File: src/verilog/irc_pkg.sv
// ----------------------------------------------------------------------------
// Shared constants of the infrared carrier generator
// ----------------------------------------------------------------------------
package irc_pkg;

    // ------------------------------------------------------------------------
    // Register indices on the plain register port
    // ------------------------------------------------------------------------
    localparam logic [3:0] IRC_ADDR_MODE = 4'h0;
    localparam logic [3:0] IRC_ADDR_CAR_HIGH = 4'h1;
    localparam logic [3:0] IRC_ADDR_CAR_LOW = 4'h2;
    localparam logic [3:0] IRC_ADDR_PULSE_HIGH = 4'h3;
    localparam logic [3:0] IRC_ADDR_PULSE_LOW = 4'h4;
    localparam logic [3:0] IRC_ADDR_OUT_DATA = 4'h5;
    localparam logic [3:0] IRC_ADDR_OUT_BUF = 4'h6;
    localparam logic [3:0] IRC_ADDR_STATUS = 4'h7;
    localparam logic [3:0] IRC_ADDR_PULSE_CNT = 4'h8;

    // ------------------------------------------------------------------------
    // Field positions inside the mode register
    // ------------------------------------------------------------------------
    localparam int IRC_MODE_GEN_EN_BIT = 6;
    localparam int IRC_MODE_PULSE_EN_BIT = 3;
    localparam int IRC_MODE_CAR_SEL_LSB = 4;
    localparam int IRC_MODE_PULSE_SEL_LSB = 0;

    // ------------------------------------------------------------------------
    // Field positions inside the status register
    // ------------------------------------------------------------------------
    localparam int IRC_STAT_PIN_BIT = 0;
    localparam int IRC_STAT_CAR_HI_BIT = 1;
    localparam int IRC_STAT_DATA_HI_BIT = 2;
    localparam int IRC_STAT_CAR_OK_BIT = 3;

    // ------------------------------------------------------------------------
    // Reset values and sizes
    // ------------------------------------------------------------------------
    localparam logic [7:0] IRC_RST_REG = 8'h00;
    localparam int IRC_TAP_COUNT = 8;
    localparam int IRC_CAR_WIDTH = 6;

endpackage

File: src/verilog/irc_tick_if.sv
`timescale 1ns/100ps
// ----------------------------------------------------------------------------
// Prescaler tap strobes between the divider and the generator core
// ----------------------------------------------------------------------------
interface irc_tick_if #(
    parameter int TAPS = 8
);
    logic [TAPS-1:0] tick;

    modport src (output tick);
    modport snk (input tick);
endinterface

File: src/verilog/irc_prescaler.sv
`timescale 1ns/100ps
// ----------------------------------------------------------------------------
// Free running prescaler, one strobe per power-of-two tap
// ----------------------------------------------------------------------------
module irc_prescaler
    import irc_pkg::*;
#(
    parameter int TAPS = IRC_TAP_COUNT
) (
    input wire logic core_clk,
    input wire logic rst_n,
    irc_tick_if.src tk
);
    // The top bit of a TAPS wide divider would feed no tap, so it is left out.
    logic [TAPS-2:0] div_q;

    // Elaboration refuses tap counts that the divider cannot serve.
    if (TAPS < 2 || TAPS > 16) begin : g_bad_taps
        $error("irc_prescaler: TAPS out of range");
    end

    // The divider never stops, so every tap keeps a fixed phase to the others.
    always_ff @(posedge core_clk or negedge rst_n) begin
        if (!rst_n) begin
            div_q <= '0;
        end else begin
            div_q <= div_q + 1'b1;
        end
    end

    // Tap k strobes once every 2**k clocks; tap 0 strobes every clock.
    // prescale tap strobes
    assign tk.tick[0] = 1'b1;
    for (genvar k = 1; k < TAPS; k++) begin : g_tap
        assign tk.tick[k] = &div_q[k-1:0];
    end
endmodule

File: src/verilog/irc_top.sv
// Local design decisions: the address-and-strobe port and the register addresses.
`timescale 1ns/100ps
// Contract
// - While output data bit 0 is one, the carrier waveform appears on the IR pin.
// - While output data bit 0 is zero, the IR pin is held low.
// - Each pulse timer event copies the output buffer into the output data register.
// - The carrier counter runs from the system clock through the selected prescale tap.
// - Carrier high time is tap period times high count, low time tap period times low count.
// - Data high and low intervals are pulse tap period times their counts.
// - Carrier lengths scale linearly with counts up to 3F, one count per tap period.
// - High and low carrier lengths come from separate counts, so duty may be asymmetric.
// - Mode bit 6 enables the whole generator.
// - Mode bit 3 enables the pulse timer and its event.
module irc_top
    import irc_pkg::*;
#(
    parameter int TAPS = IRC_TAP_COUNT
) (
    input wire logic core_clk,
    input wire logic rst_n,
    input wire logic [3:0] reg_addr,
    input wire logic [7:0] reg_wdata,
    input wire logic reg_wr,
    input wire logic reg_rd,
    output logic [7:0] reg_rdata,
    output logic ir_carrier_pin,
    output logic pulse_irq
);
    // ------------------------------------------------------------------------
    // Declarations
    // ------------------------------------------------------------------------
    irc_tick_if #(.TAPS(TAPS)) tk ();

    logic [7:0] generator_mode_reg_q;
    logic [5:0] carrier_high_count_q;
    logic [5:0] carrier_low_count_q;
    logic [7:0] pulse_high_count_q;
    logic [7:0] pulse_low_count_q;
    logic [7:0] output_data_reg_q;
    logic [7:0] out_buf_q;
    logic [5:0] car_cnt_q;
    logic car_hi_q;
    logic [7:0] pulse_counter_q;
    logic data_hi_q;
    logic pin_q;
    logic irq_q;
    logic [7:0] rdata_q;
    logic gen_en;
    logic pulse_en;
    logic car_ok;
    logic car_run;
    logic car_tick;
    logic pulse_tick;
    logic [5:0] car_target;
    logic [7:0] pulse_target;
    logic car_wrap;
    logic pulse_evt;
    logic [7:0] status;

    // Elaboration refuses tap counts that the 3-bit pulse select cannot serve.
    if (TAPS != 8) begin : g_bad_taps
        $error("irc_top: the pulse tap select needs exactly 8 taps");
    end

    irc_prescaler #(.TAPS(TAPS)) u_pre (
        .core_clk(core_clk),
        .rst_n(rst_n),
        .tk(tk.src)
    );

    // ------------------------------------------------------------------------
    // Enables and tap selection
    // ------------------------------------------------------------------------
    // generator master enable
    assign gen_en = generator_mode_reg_q[IRC_MODE_GEN_EN_BIT];
    assign pulse_en = gen_en && generator_mode_reg_q[IRC_MODE_PULSE_EN_BIT];
    assign car_ok = (carrier_high_count_q != 6'h00) && (carrier_low_count_q != 6'h00);
    assign car_run = gen_en && car_ok;
    assign car_tick = tk.tick[generator_mode_reg_q[IRC_MODE_CAR_SEL_LSB +: 2]];
    assign pulse_tick = tk.tick[generator_mode_reg_q[IRC_MODE_PULSE_SEL_LSB +: 3]];

    // ------------------------------------------------------------------------
    // Carrier generator
    // ------------------------------------------------------------------------
    // separate high and low counts
    assign car_target = car_hi_q ? carrier_high_count_q : carrier_low_count_q;
    assign car_wrap = car_run && car_tick && (car_cnt_q == 6'(car_target - 6'h01));

    // The segment counter restarts from zero on every phase change.
    // carrier segment counting
    always_ff @(posedge core_clk or negedge rst_n) begin
        if (!rst_n) begin
            car_cnt_q <= 6'h00;
            car_hi_q <= 1'b1;
        end else if (!car_run) begin
            car_cnt_q <= 6'h00;
            car_hi_q <= 1'b1;
        end else if (car_wrap) begin
            car_cnt_q <= 6'h00;
            car_hi_q <= !car_hi_q;
        end else if (car_tick) begin
            car_cnt_q <= car_cnt_q + 6'h01;
        end
    end

    // ------------------------------------------------------------------------
    // Data pulse timer
    // ------------------------------------------------------------------------
    // A count of zero wraps the 8-bit counter, which gives 256 tap periods.
    assign pulse_target = data_hi_q ? pulse_high_count_q : pulse_low_count_q;
    assign pulse_evt = pulse_en && pulse_tick && (pulse_counter_q == 8'(pulse_target - 8'h01));

    always_ff @(posedge core_clk or negedge rst_n) begin
        if (!rst_n) begin
            pulse_counter_q <= 8'h00;
            data_hi_q <= 1'b1;
        end else if (!pulse_en) begin
            pulse_counter_q <= 8'h00;
            data_hi_q <= 1'b1;
        end else if (pulse_evt) begin
            pulse_counter_q <= 8'h00;
            data_hi_q <= !data_hi_q;
        end else if (pulse_tick) begin
            pulse_counter_q <= pulse_counter_q + 8'h01;
        end
    end

    // ------------------------------------------------------------------------
    // Software registers
    // ------------------------------------------------------------------------
    // Plain configuration registers written from the register port.
    always_ff @(posedge core_clk or negedge rst_n) begin
        if (!rst_n) begin
            generator_mode_reg_q <= IRC_RST_REG;
            carrier_high_count_q <= IRC_RST_REG[5:0];
            carrier_low_count_q <= IRC_RST_REG[5:0];
            pulse_high_count_q <= IRC_RST_REG;
            pulse_low_count_q <= IRC_RST_REG;
            out_buf_q <= IRC_RST_REG;
        end else if (reg_wr) begin
            case (reg_addr)
                IRC_ADDR_MODE: generator_mode_reg_q <= reg_wdata;
                IRC_ADDR_CAR_HIGH: carrier_high_count_q <= reg_wdata[5:0];
                IRC_ADDR_CAR_LOW: carrier_low_count_q <= reg_wdata[5:0];
                IRC_ADDR_PULSE_HIGH: pulse_high_count_q <= reg_wdata;
                IRC_ADDR_PULSE_LOW: pulse_low_count_q <= reg_wdata;
                IRC_ADDR_OUT_BUF: out_buf_q <= reg_wdata;
                default: ;
            endcase
        end
    end

    // The timer copy beats a software write in the same cycle, so a bit
    // boundary is never skipped by a late write.
    // buffer to output data copy
    always_ff @(posedge core_clk or negedge rst_n) begin
        if (!rst_n) begin
            output_data_reg_q <= IRC_RST_REG;
        end else if (pulse_evt) begin
            output_data_reg_q <= out_buf_q;
        end else if (reg_wr && reg_addr == IRC_ADDR_OUT_DATA) begin
            output_data_reg_q <= reg_wdata;
        end
    end

    // Read data stand for exactly one cycle after the strobe.
    assign status = {4'h0, car_ok, data_hi_q, car_hi_q, pin_q};
    always_ff @(posedge core_clk or negedge rst_n) begin
        if (!rst_n) begin
            rdata_q <= 8'h00;
        end else if (reg_rd) begin
            case (reg_addr)
                IRC_ADDR_MODE: rdata_q <= generator_mode_reg_q;
                IRC_ADDR_CAR_HIGH: rdata_q <= {2'b00, carrier_high_count_q};
                IRC_ADDR_CAR_LOW: rdata_q <= {2'b00, carrier_low_count_q};
                IRC_ADDR_PULSE_HIGH: rdata_q <= pulse_high_count_q;
                IRC_ADDR_PULSE_LOW: rdata_q <= pulse_low_count_q;
                IRC_ADDR_OUT_DATA: rdata_q <= output_data_reg_q;
                IRC_ADDR_OUT_BUF: rdata_q <= out_buf_q;
                IRC_ADDR_STATUS: rdata_q <= status;
                IRC_ADDR_PULSE_CNT: rdata_q <= pulse_counter_q;
                default: rdata_q <= 8'h00;
            endcase
        end else begin
            rdata_q <= 8'h00;
        end
    end

    // ------------------------------------------------------------------------
    // Pin and event outputs
    // ------------------------------------------------------------------------
    // The pin is registered to keep it glitch free toward the LED driver.
    // gate carrier onto pin
    always_ff @(posedge core_clk or negedge rst_n) begin
        if (!rst_n) begin
            pin_q <= 1'b0;
            irq_q <= 1'b0;
        end else begin
            pin_q <= output_data_reg_q[0] && car_run && car_hi_q;
            irq_q <= pulse_evt;
        end
    end

    assign ir_carrier_pin = pin_q;
    assign pulse_irq = irq_q;
    assign reg_rdata = rdata_q;
endmodule
File: config.mk
export PLATFORM = sky130hd
export DESIGN_NAME = irc_top
export DESIGN_NICKNAME = d
export VERILOG_FILES = /design/src/verilog/irc_pkg.sv /design/src/verilog/irc_tick_if.sv /design/src/verilog/irc_prescaler.sv /design/src/verilog/irc_top.sv
export SDC_FILE = /design/constraint.sdc
export NUM_CORES = 1
export LEC_CHECK = 0
export BUFFER_PORTS_ARGS = -buffer_cell sky130_fd_sc_hd__buf_2
export CORE_UTILIZATION = 51
export CTS_CLUSTER_DIAMETER = 40
export DETAILED_ROUTE_END_ITERATION = 7
export GPL_TIMING_DRIVEN = 0
export PLACE_DENSITY = 0.74
export SLEW_MARGIN = 20
export SYNTH_ARGS = -nofsm -noshare
export SYNTH_HDL_FRONTEND = slang
export SYNTH_SLANG_ARGS = --single-unit
File: constraint.sdc
create_clock -name core_clk -period 4.8 [get_ports core_clk]
set_input_delay 0.24 -clock core_clk [delete_from_list [all_inputs] [get_ports core_clk]]
set_output_delay 0.24 -clock core_clk [all_outputs]
set_load 0.03 [all_outputs]
=== After elaboration in Yosys (flattened, before gate mapping) ===
Index checks and enable logic that the tools add are counted.

* Memories kept: 0
* Input bits: 16
* Latch bits: 0
* Bits in writable memories: 0
* Memory bits (read-only): 0
* Register bits after elaboration: 85

* Equal/unequal tests: 14
* Bitwise gates (word level): 0
* Multipliers: 0
* Reductions and logical operators: 28
* Mux-type cells: 20
* Div/mod/pow operators: 0
* $lt $le $gt $ge: 2
* Shift operators: 0
* $add $sub $neg: 5

{| class="wikitable"
|+ Operators with widths
! cell !! count
|-
| 8-bit one-hot mux with 9 select lines || 1
|-
| 8-bit 2-to-1 mux || 7
|-
| 6-bit 2-to-1 mux || 4
|-
| 4-bit by 3-bit == test with 1-bit output, second input constant || 4
|-
| 2-bit AND reduction || 7
|-
| 6-bit nonzero test || 2
|-
| 1-bit logical AND || 10
|-
| 8-bit by 1-bit adder with 8-bit output, second input constant || 1
|-
| 4-bit by 2-bit == test with 1-bit output, second input constant || 2
|-
| 8-bit == test || 1
|-
| 8-bit by 1-bit subtractor with 8-bit output, second input constant || 1
|-
| 7-bit by 1-bit adder with 7-bit output, second input constant || 1
|-
| 7-bit AND reduction || 1
|-
| 6-bit by 1-bit adder with 6-bit output, second input constant || 1
|-
| 6-bit == test || 1
|-
| 1-bit 2-to-1 mux || 6
|-
| 3-bit by 1-bit inequality test with 1-bit output, second input constant || 2
|-
| 6-bit AND reduction || 1
|-
| 6-bit by 1-bit subtractor with 6-bit output, second input constant || 1
|-
| 5-bit AND reduction || 1
|-
| 4-bit by 1-bit == test with 1-bit output, second input constant || 1
|-
| 4-bit == test, second input constant || 1
|-
| 4-bit zero test || 1
|-
| 2-bit by 4-bit < comparator with 1-bit output, second input constant || 1
|-
| other kinds (8) || 10
|}

=== Depth between registers and ports, before layout ===
* Depth in word-level cells: 7
* Mapped depth: 12
* Depth with buffers taken out: 11

=== By module ===
Synthesis repeated with hierarchy kept, for this count alone.

* Cell total of the unflattened synthesis: 415
* Area total of the unflattened synthesis: 4728.3 µm²

{| class="wikitable"
|+ Modules (own cells, without submodules)
! module !! area an instance (µm²) !! instances !! cells an instance !! sequential area each (µm²)
|-
| irc_top || 4404.2 || 1 || 391 || 1954.4
|-
| irc_prescaler || 324.1 || 1 || 24 || 175.2
|}

=== Worst setup path after synthesis ===
OpenSTA, ideal clock, no wires.

* Path type: flip-flop to flip-flop
* Start: reg data_hi_q
* End: reg output_data_reg_q[1]
* Buffers on the path: 3
* Data required time: 4.675 ns
* Stages on the path, launching flop included: 13
* Path slack: 1.957 ns
* Arrival time: 2.718 ns
* Clock period less this slack: 2.843 ns
* Cells stage by stage: dfstp_2 > buf_6 > buf_2 > mux2i_1 > ha_1 > xnor2_1 > xnor2_1 > nand3_1 > or2_1 > or3_1 > nor3_2 > buf_6 > mux2_4

* Cells in the longest elaborated chain, start to end: 5
* Elaborated cells between the ends (all ways): 6
* Those cells by class: add/sub: 1; eq/ne: 1; mux: 2; reduce/logical: 2

{| class="wikitable"
|+ Ends and longest elaborated chain
! item !! line !! text
|-
| start, declared || irc_top.sv:44 || <nowiki>logic data_hi_q;</nowiki>
|-
| start signal, assigned || irc_top.sv:122 || <nowiki>data_hi_q <= !data_hi_q;</nowiki>
|-
| 8-bit 2-to-1 mux * || irc_top.sv:110 || <nowiki>assign pulse_target = data_hi_q ? pulse_high_count_q : pulse_low_count_q;</nowiki>
|-
| 8-bit by 1-bit subtractor with 8-bit output * || irc_top.sv:111 || <nowiki>assign pulse_evt = pulse_en && pulse_tick && (pulse_counter_q == 8'(pulse_target - 8'h01));</nowiki>
|-
| 8-bit == test * || irc_top.sv:111 ||
|-
| 1-bit logical AND * || irc_top.sv:111 ||
|-
| 8-bit 2-to-1 mux or 2-bit nonzero test (tied branches) || n/a ||
|-
| end signal, assigned || irc_top.sv:160 || <nowiki>output_data_reg_q <= out_buf_q;</nowiki>
|-
| end signal, assigned || irc_top.sv:162 || <nowiki>output_data_reg_q <= reg_wdata;</nowiki>
|-
| end, declared || irc_top.sv:39 || <nowiki>logic [7:0] output_data_reg_q;</nowiki>
|}

Mark *: on every way between the ends. The rest lies on a longest branch, timed or not.
A chain may end at the register's enable or synchronous reset.

=== Worst setup path after layout ===
* Start: reg data_hi_q
* End: reg output_data_reg_q[7]

The elaborated chain is that of the path after synthesis.

==> results.md <==
Yosys:
- In this run the mean area of a mapped cell was 11.0 µm².
- Summing every instance area after synthesis gives 4700 µm².
- The fraction of synthesis flops using an asynchronous set or reset pin is 100%.
- The top cell type's share of synthesized area is 44.2%.
- The cell type with the largest total area after synthesis is dfrtp_1.
- The net count after synthesis is 449.
- For this run, the number of Yosys warnings is 0.
- Sorting the synthesized cells by area gives the leading types as dfrtp_1 (44%), mux2_2 (13%), mux2i_1 (6.0%), xnor2_1 (4.1%), nor2_1 (2.6%).
- For this run, the leading register cell type out of synthesis is dfrtp_1.
- Counting flops with a built-in enable in the synthesized netlist gives 0.
- In this run, synthesis produced a sequential element count of 85.
- The number of cells produced by synthesis is 426.
- In this run, distinct cell masters in the synthesized netlist total 53.
- The sequential area share after synthesis is 45.3%.

Floorplanning:
- Measured along the y axis, the die boundary spans 98.0 µm.
- Once the floorplan was initialized, standard cells occupied 53.4% of the core.
- The floorplan die width is 98.0 µm.
- The site row count is 34.
- After floorplanning, the core was sized to cover 8810 µm².
- The floorplan step defined a die boundary enclosing 9610 µm².
- The number of primary I/O pins is 26.

Final layout:
- The most common cell after layout, fill and taps aside is dfrtp_1.
- The library cells used most frequently in the layout, excluding fill and tap cells, are dfrtp_1 (83), mux2_2 (54), nor2_1 (32).
- The repair_antennas step left the layout with diodes totalling 0.
- The share of post-route cells with drive strength above 1 is 26.1%.
- The layout net count is 486.
- The signed area change from the synthesized netlist to the final layout is 11.5%.

Clock network:
- The maximum level of the CTS H-tree is 3.
- The CTS buffer count is 9.
- At the later pin of the worst-skew pair, clock insertion delay measures 360 ps.
- TritonCTS built the clock tree.
- The clock drives 85 sinks.
- No sink is reached through more buffers than the 2 on the longest clock path.
- The register clock-pin slew on the reported worst setup and hold paths is 90 ps.
- The buffer type at the clock tree root is clkbuf_8.
- Once the clock tree was built, the resizer swapped 0 gates to a different size.

Flow run:
- The number of max-capacitance violations reported is 0.

STA:
- The final-layout setup total negative slack is 0 ps.
- For the pin with the worst max-slew slack, the measured transition is 1050 ps.
- Between clock sinks in the finished design, the worst skew comes to 10.5 ps.
- After layout, the worst path uses 66.8% of the clock period.
- For this run, the top clock speed supported by timing is 312 MHz.
- The worst-case headroom to the max-slew limit is 29.6%.
- The hold violation count in the final report was 0.
- The count of final max-slew check failures came to 0.
- For the finished layout, the period the worst path requires is 3200 ps.
- Final hold analysis gives a worst-case slack of 188 ps.
- Setup violations remaining at the end of the flow were counted as 0.
- Setup repair after global routing left no endpoint under its margin.

Worst setup path:
- The worst setup path is launched from a register.
- The worst path arrival time is 3450 ps.
- The setup path with the least slack is of type reg -> reg.
- The cell with the largest stage delay on the worst path is dfstp_2.
- Of all nets on the critical path, the largest fanout is 10.
- The highest cell delay on the worst timing path is 530 ps.
- At the worst endpoint, the required time is 5040 ps.
- The critical path goes through buf_6, buf_2, mux2i_1, ha_1, xnor2_1, xnor2_1, nand3_1, or2_1, or3_1, nor3_2, buf_6, mux2_4.
- In this run the critical register-to-register path is captured at output_data_reg_q[7].
- The critical path contains buffers and inverters numbering 3 combined.
- The setup slack of the most critical reg-to-reg path is 1600 ps.
- The worst setup path is captured at a register.
- The top cell family by delay on the critical path is simple AND/OR/NAND/NOR gates.
- The startpoint identified for the worst register-to-register timing path is data_hi_q.
- Counting cells, the worst reg-to-reg path comes to 12.

Route:
- The first-pass iteration count of the detailed router is 6.
- The routed layout has 3506 vias.
- Routed signal wires occupy layers up through met4.
- Dividing the detail-routed wire length by the instance count gives 19.3 µm.
- The number of DRC violations after detailed routing is 1.
- After the first detailed-routing iteration, the DRC count stood at 238.
- In the routed layout, each cell is associated on average with a via count of 6.09.
- The remaining number of nets flagged by the antenna check after routing is 0.
- The met3 wire length is 510 µm.
- The wire length after detailed routing is 11.1 mm.
- The wire length on met1 is 5.00 mm.
- The met2 layer wire length in the routed design is 5.36 mm.

Power:
- In this run the power density over the cells is 400 nW/µm².
- The reported leakage power is 2.33 nW.
- The worst voltage drop across the vdd grid is 237 µV.

Placed design:
- The count of input and output buffers is 24.
- The congestion estimate from routability-driven global placement came to 0.899.
- Summed over all nets, the half-perimeter wirelength after detailed placement is 7.99 mm.

Global routing:
- The global router's overall resource usage is 24.5%.
- The pin count of the biggest net entering global routing is 59.
- The number of antenna violations at the first check in global routing is 0.
- The overflow left after global routing is 0.
- The first global-routing pass estimated 18.2 mm of wire.
- The number of global-route vias before repair is 3609.

Hold path:
- The path with the worst hold slack has its endpoint at pulse_high_count_q[7].
- The hold-critical path depth is 2.
- The worst hold path belongs to the class in -> reg.
- The startpoint of the worst hold path is reg_wdata[7].

Run status:
- The checks that failed: design-rule violations.
- The run finished, with violations left.
-- what timing repair did --
item | CTS | global route
endpoints found under the hold margin | 25 | 0
hold buffers | 1 | 0
setup endpoints to repair | 0 | 0
setup buffers | 0 | 0
-- Yosys cell counts (2+ instances only) --
master,number
a21oi_1,17
a221oi_1,6
a22o_1,4
a22oi_1,5
a31oi_1,8
and2_1,2
and3_1,7
buf_1,2
buf_2,2
buf_6,2
clkbuf_1,11
dfrtp_1,83
dfstp_2,2
ha_1,7
inv_1,4
mux2_2,54
mux2_4,7
mux2i_1,28
nand2_1,26
nand2b_1,3
nand3_1,10
nand4_1,5
nor2_1,32
nor2b_1,5
nor3_1,19
nor3b_1,3
nor4_1,2
o21ai_0,10
o31ai_1,2
or3_1,3
or3b_2,2
xnor2_1,22
xor2_1,11
-- cell type report --
type                    instances  area [µm²]
clock buffers                  10         138
inverters                       4        15.0
clock inverters                 6         110
plain buffers                  18        86.3
well taps                     108         135
flip-flops and latches         85        2130
fillers                       738        3560
repair buffers                 26         160
multi-input cells             319        2470
-- cell families after synthesis --
| group | Yosys count | synth area share, % |
|---|---|---|
| AO/OA/AOI/OAI | 60 | 9.02 |
| XOR/XNOR | 34 | 6.49 |
| adder cells (fa/ha/maj) | 7 | 1.86 |
| buffers and inverters | 22 | 2.16 |
| flip-flops | 85 | 45.3 |
| multiplexers | 89 | 21.1 |
| AND/OR/NAND/NOR | 129 | 14.1 |
-- power by group --
| group | internal (mW) | leakage (nW) | switching [mW] |
|---|---|---|---|
| Combinational | 0.264 | 1.14 | 0.238 |
| Sequential | 0.832 | 1.07 | 0.144 |
| Clock | 0.359 | 0.119 | 0.264 |
-- worst max path at each step --
stage	from	endpoint	cells past startpoint
4_1_cts	data_hi_q	output_data_reg_q[7]	12
2_1_floorplan	data_hi_q	output_data_reg_q[1]	12
3_5_place_dp	data_hi_q	output_data_reg_q[7]	12
3_3_place_gp	data_hi_q	output_data_reg_q[5]	12
5_1_grt	data_hi_q	output_data_reg_q[3]	12
6_report	data_hi_q	output_data_reg_q[7]	12
-- registers in the layout (all words and copies together), names as in the netlist, 6 cells and up --
| name | flops |
|---|---|
| pulse_low_count_q | 8 |
| output_data_reg_q | 8 |
| out_buf_q | 8 |
| reg_rdata | 8 |
| u_pre.div_q | 7 |
| pulse_high_count_q | 8 |
| pulse_counter_q | 8 |
| carrier_low_count_q | 6 |
| car_cnt_q | 6 |
| carrier_high_count_q | 6 |
| generator_mode_reg_q | 8 |
-- stage by stage --
stage / total power [mW] / util (%) / area, µm² / setup WS (ps) / cells
floorplan: 1.33 / - / 4700 / 1960 / 426
global placement: 1.45 / 56.3 / 4960 / 1670 / 558
detailed placement: 1.48 / 56.6 / 4990 / 1630 / 559
CTS: 2.10 / 59.6 / 5250 / 1600 / 576
global route: 2.19 / 59.6 / 5250 / 1400 / 576
finish: 2.10 / 59.6 / 5250 / 1600 / 576
-- layer usage --
layer	GRT usage [%]	vias to the layer above
li1	-	1627
met1	32.1	1767
met2	40.1	89
met3	4.80	23
met4	9.79	0
met5	0	-
(Power assumes the default switching activity.)
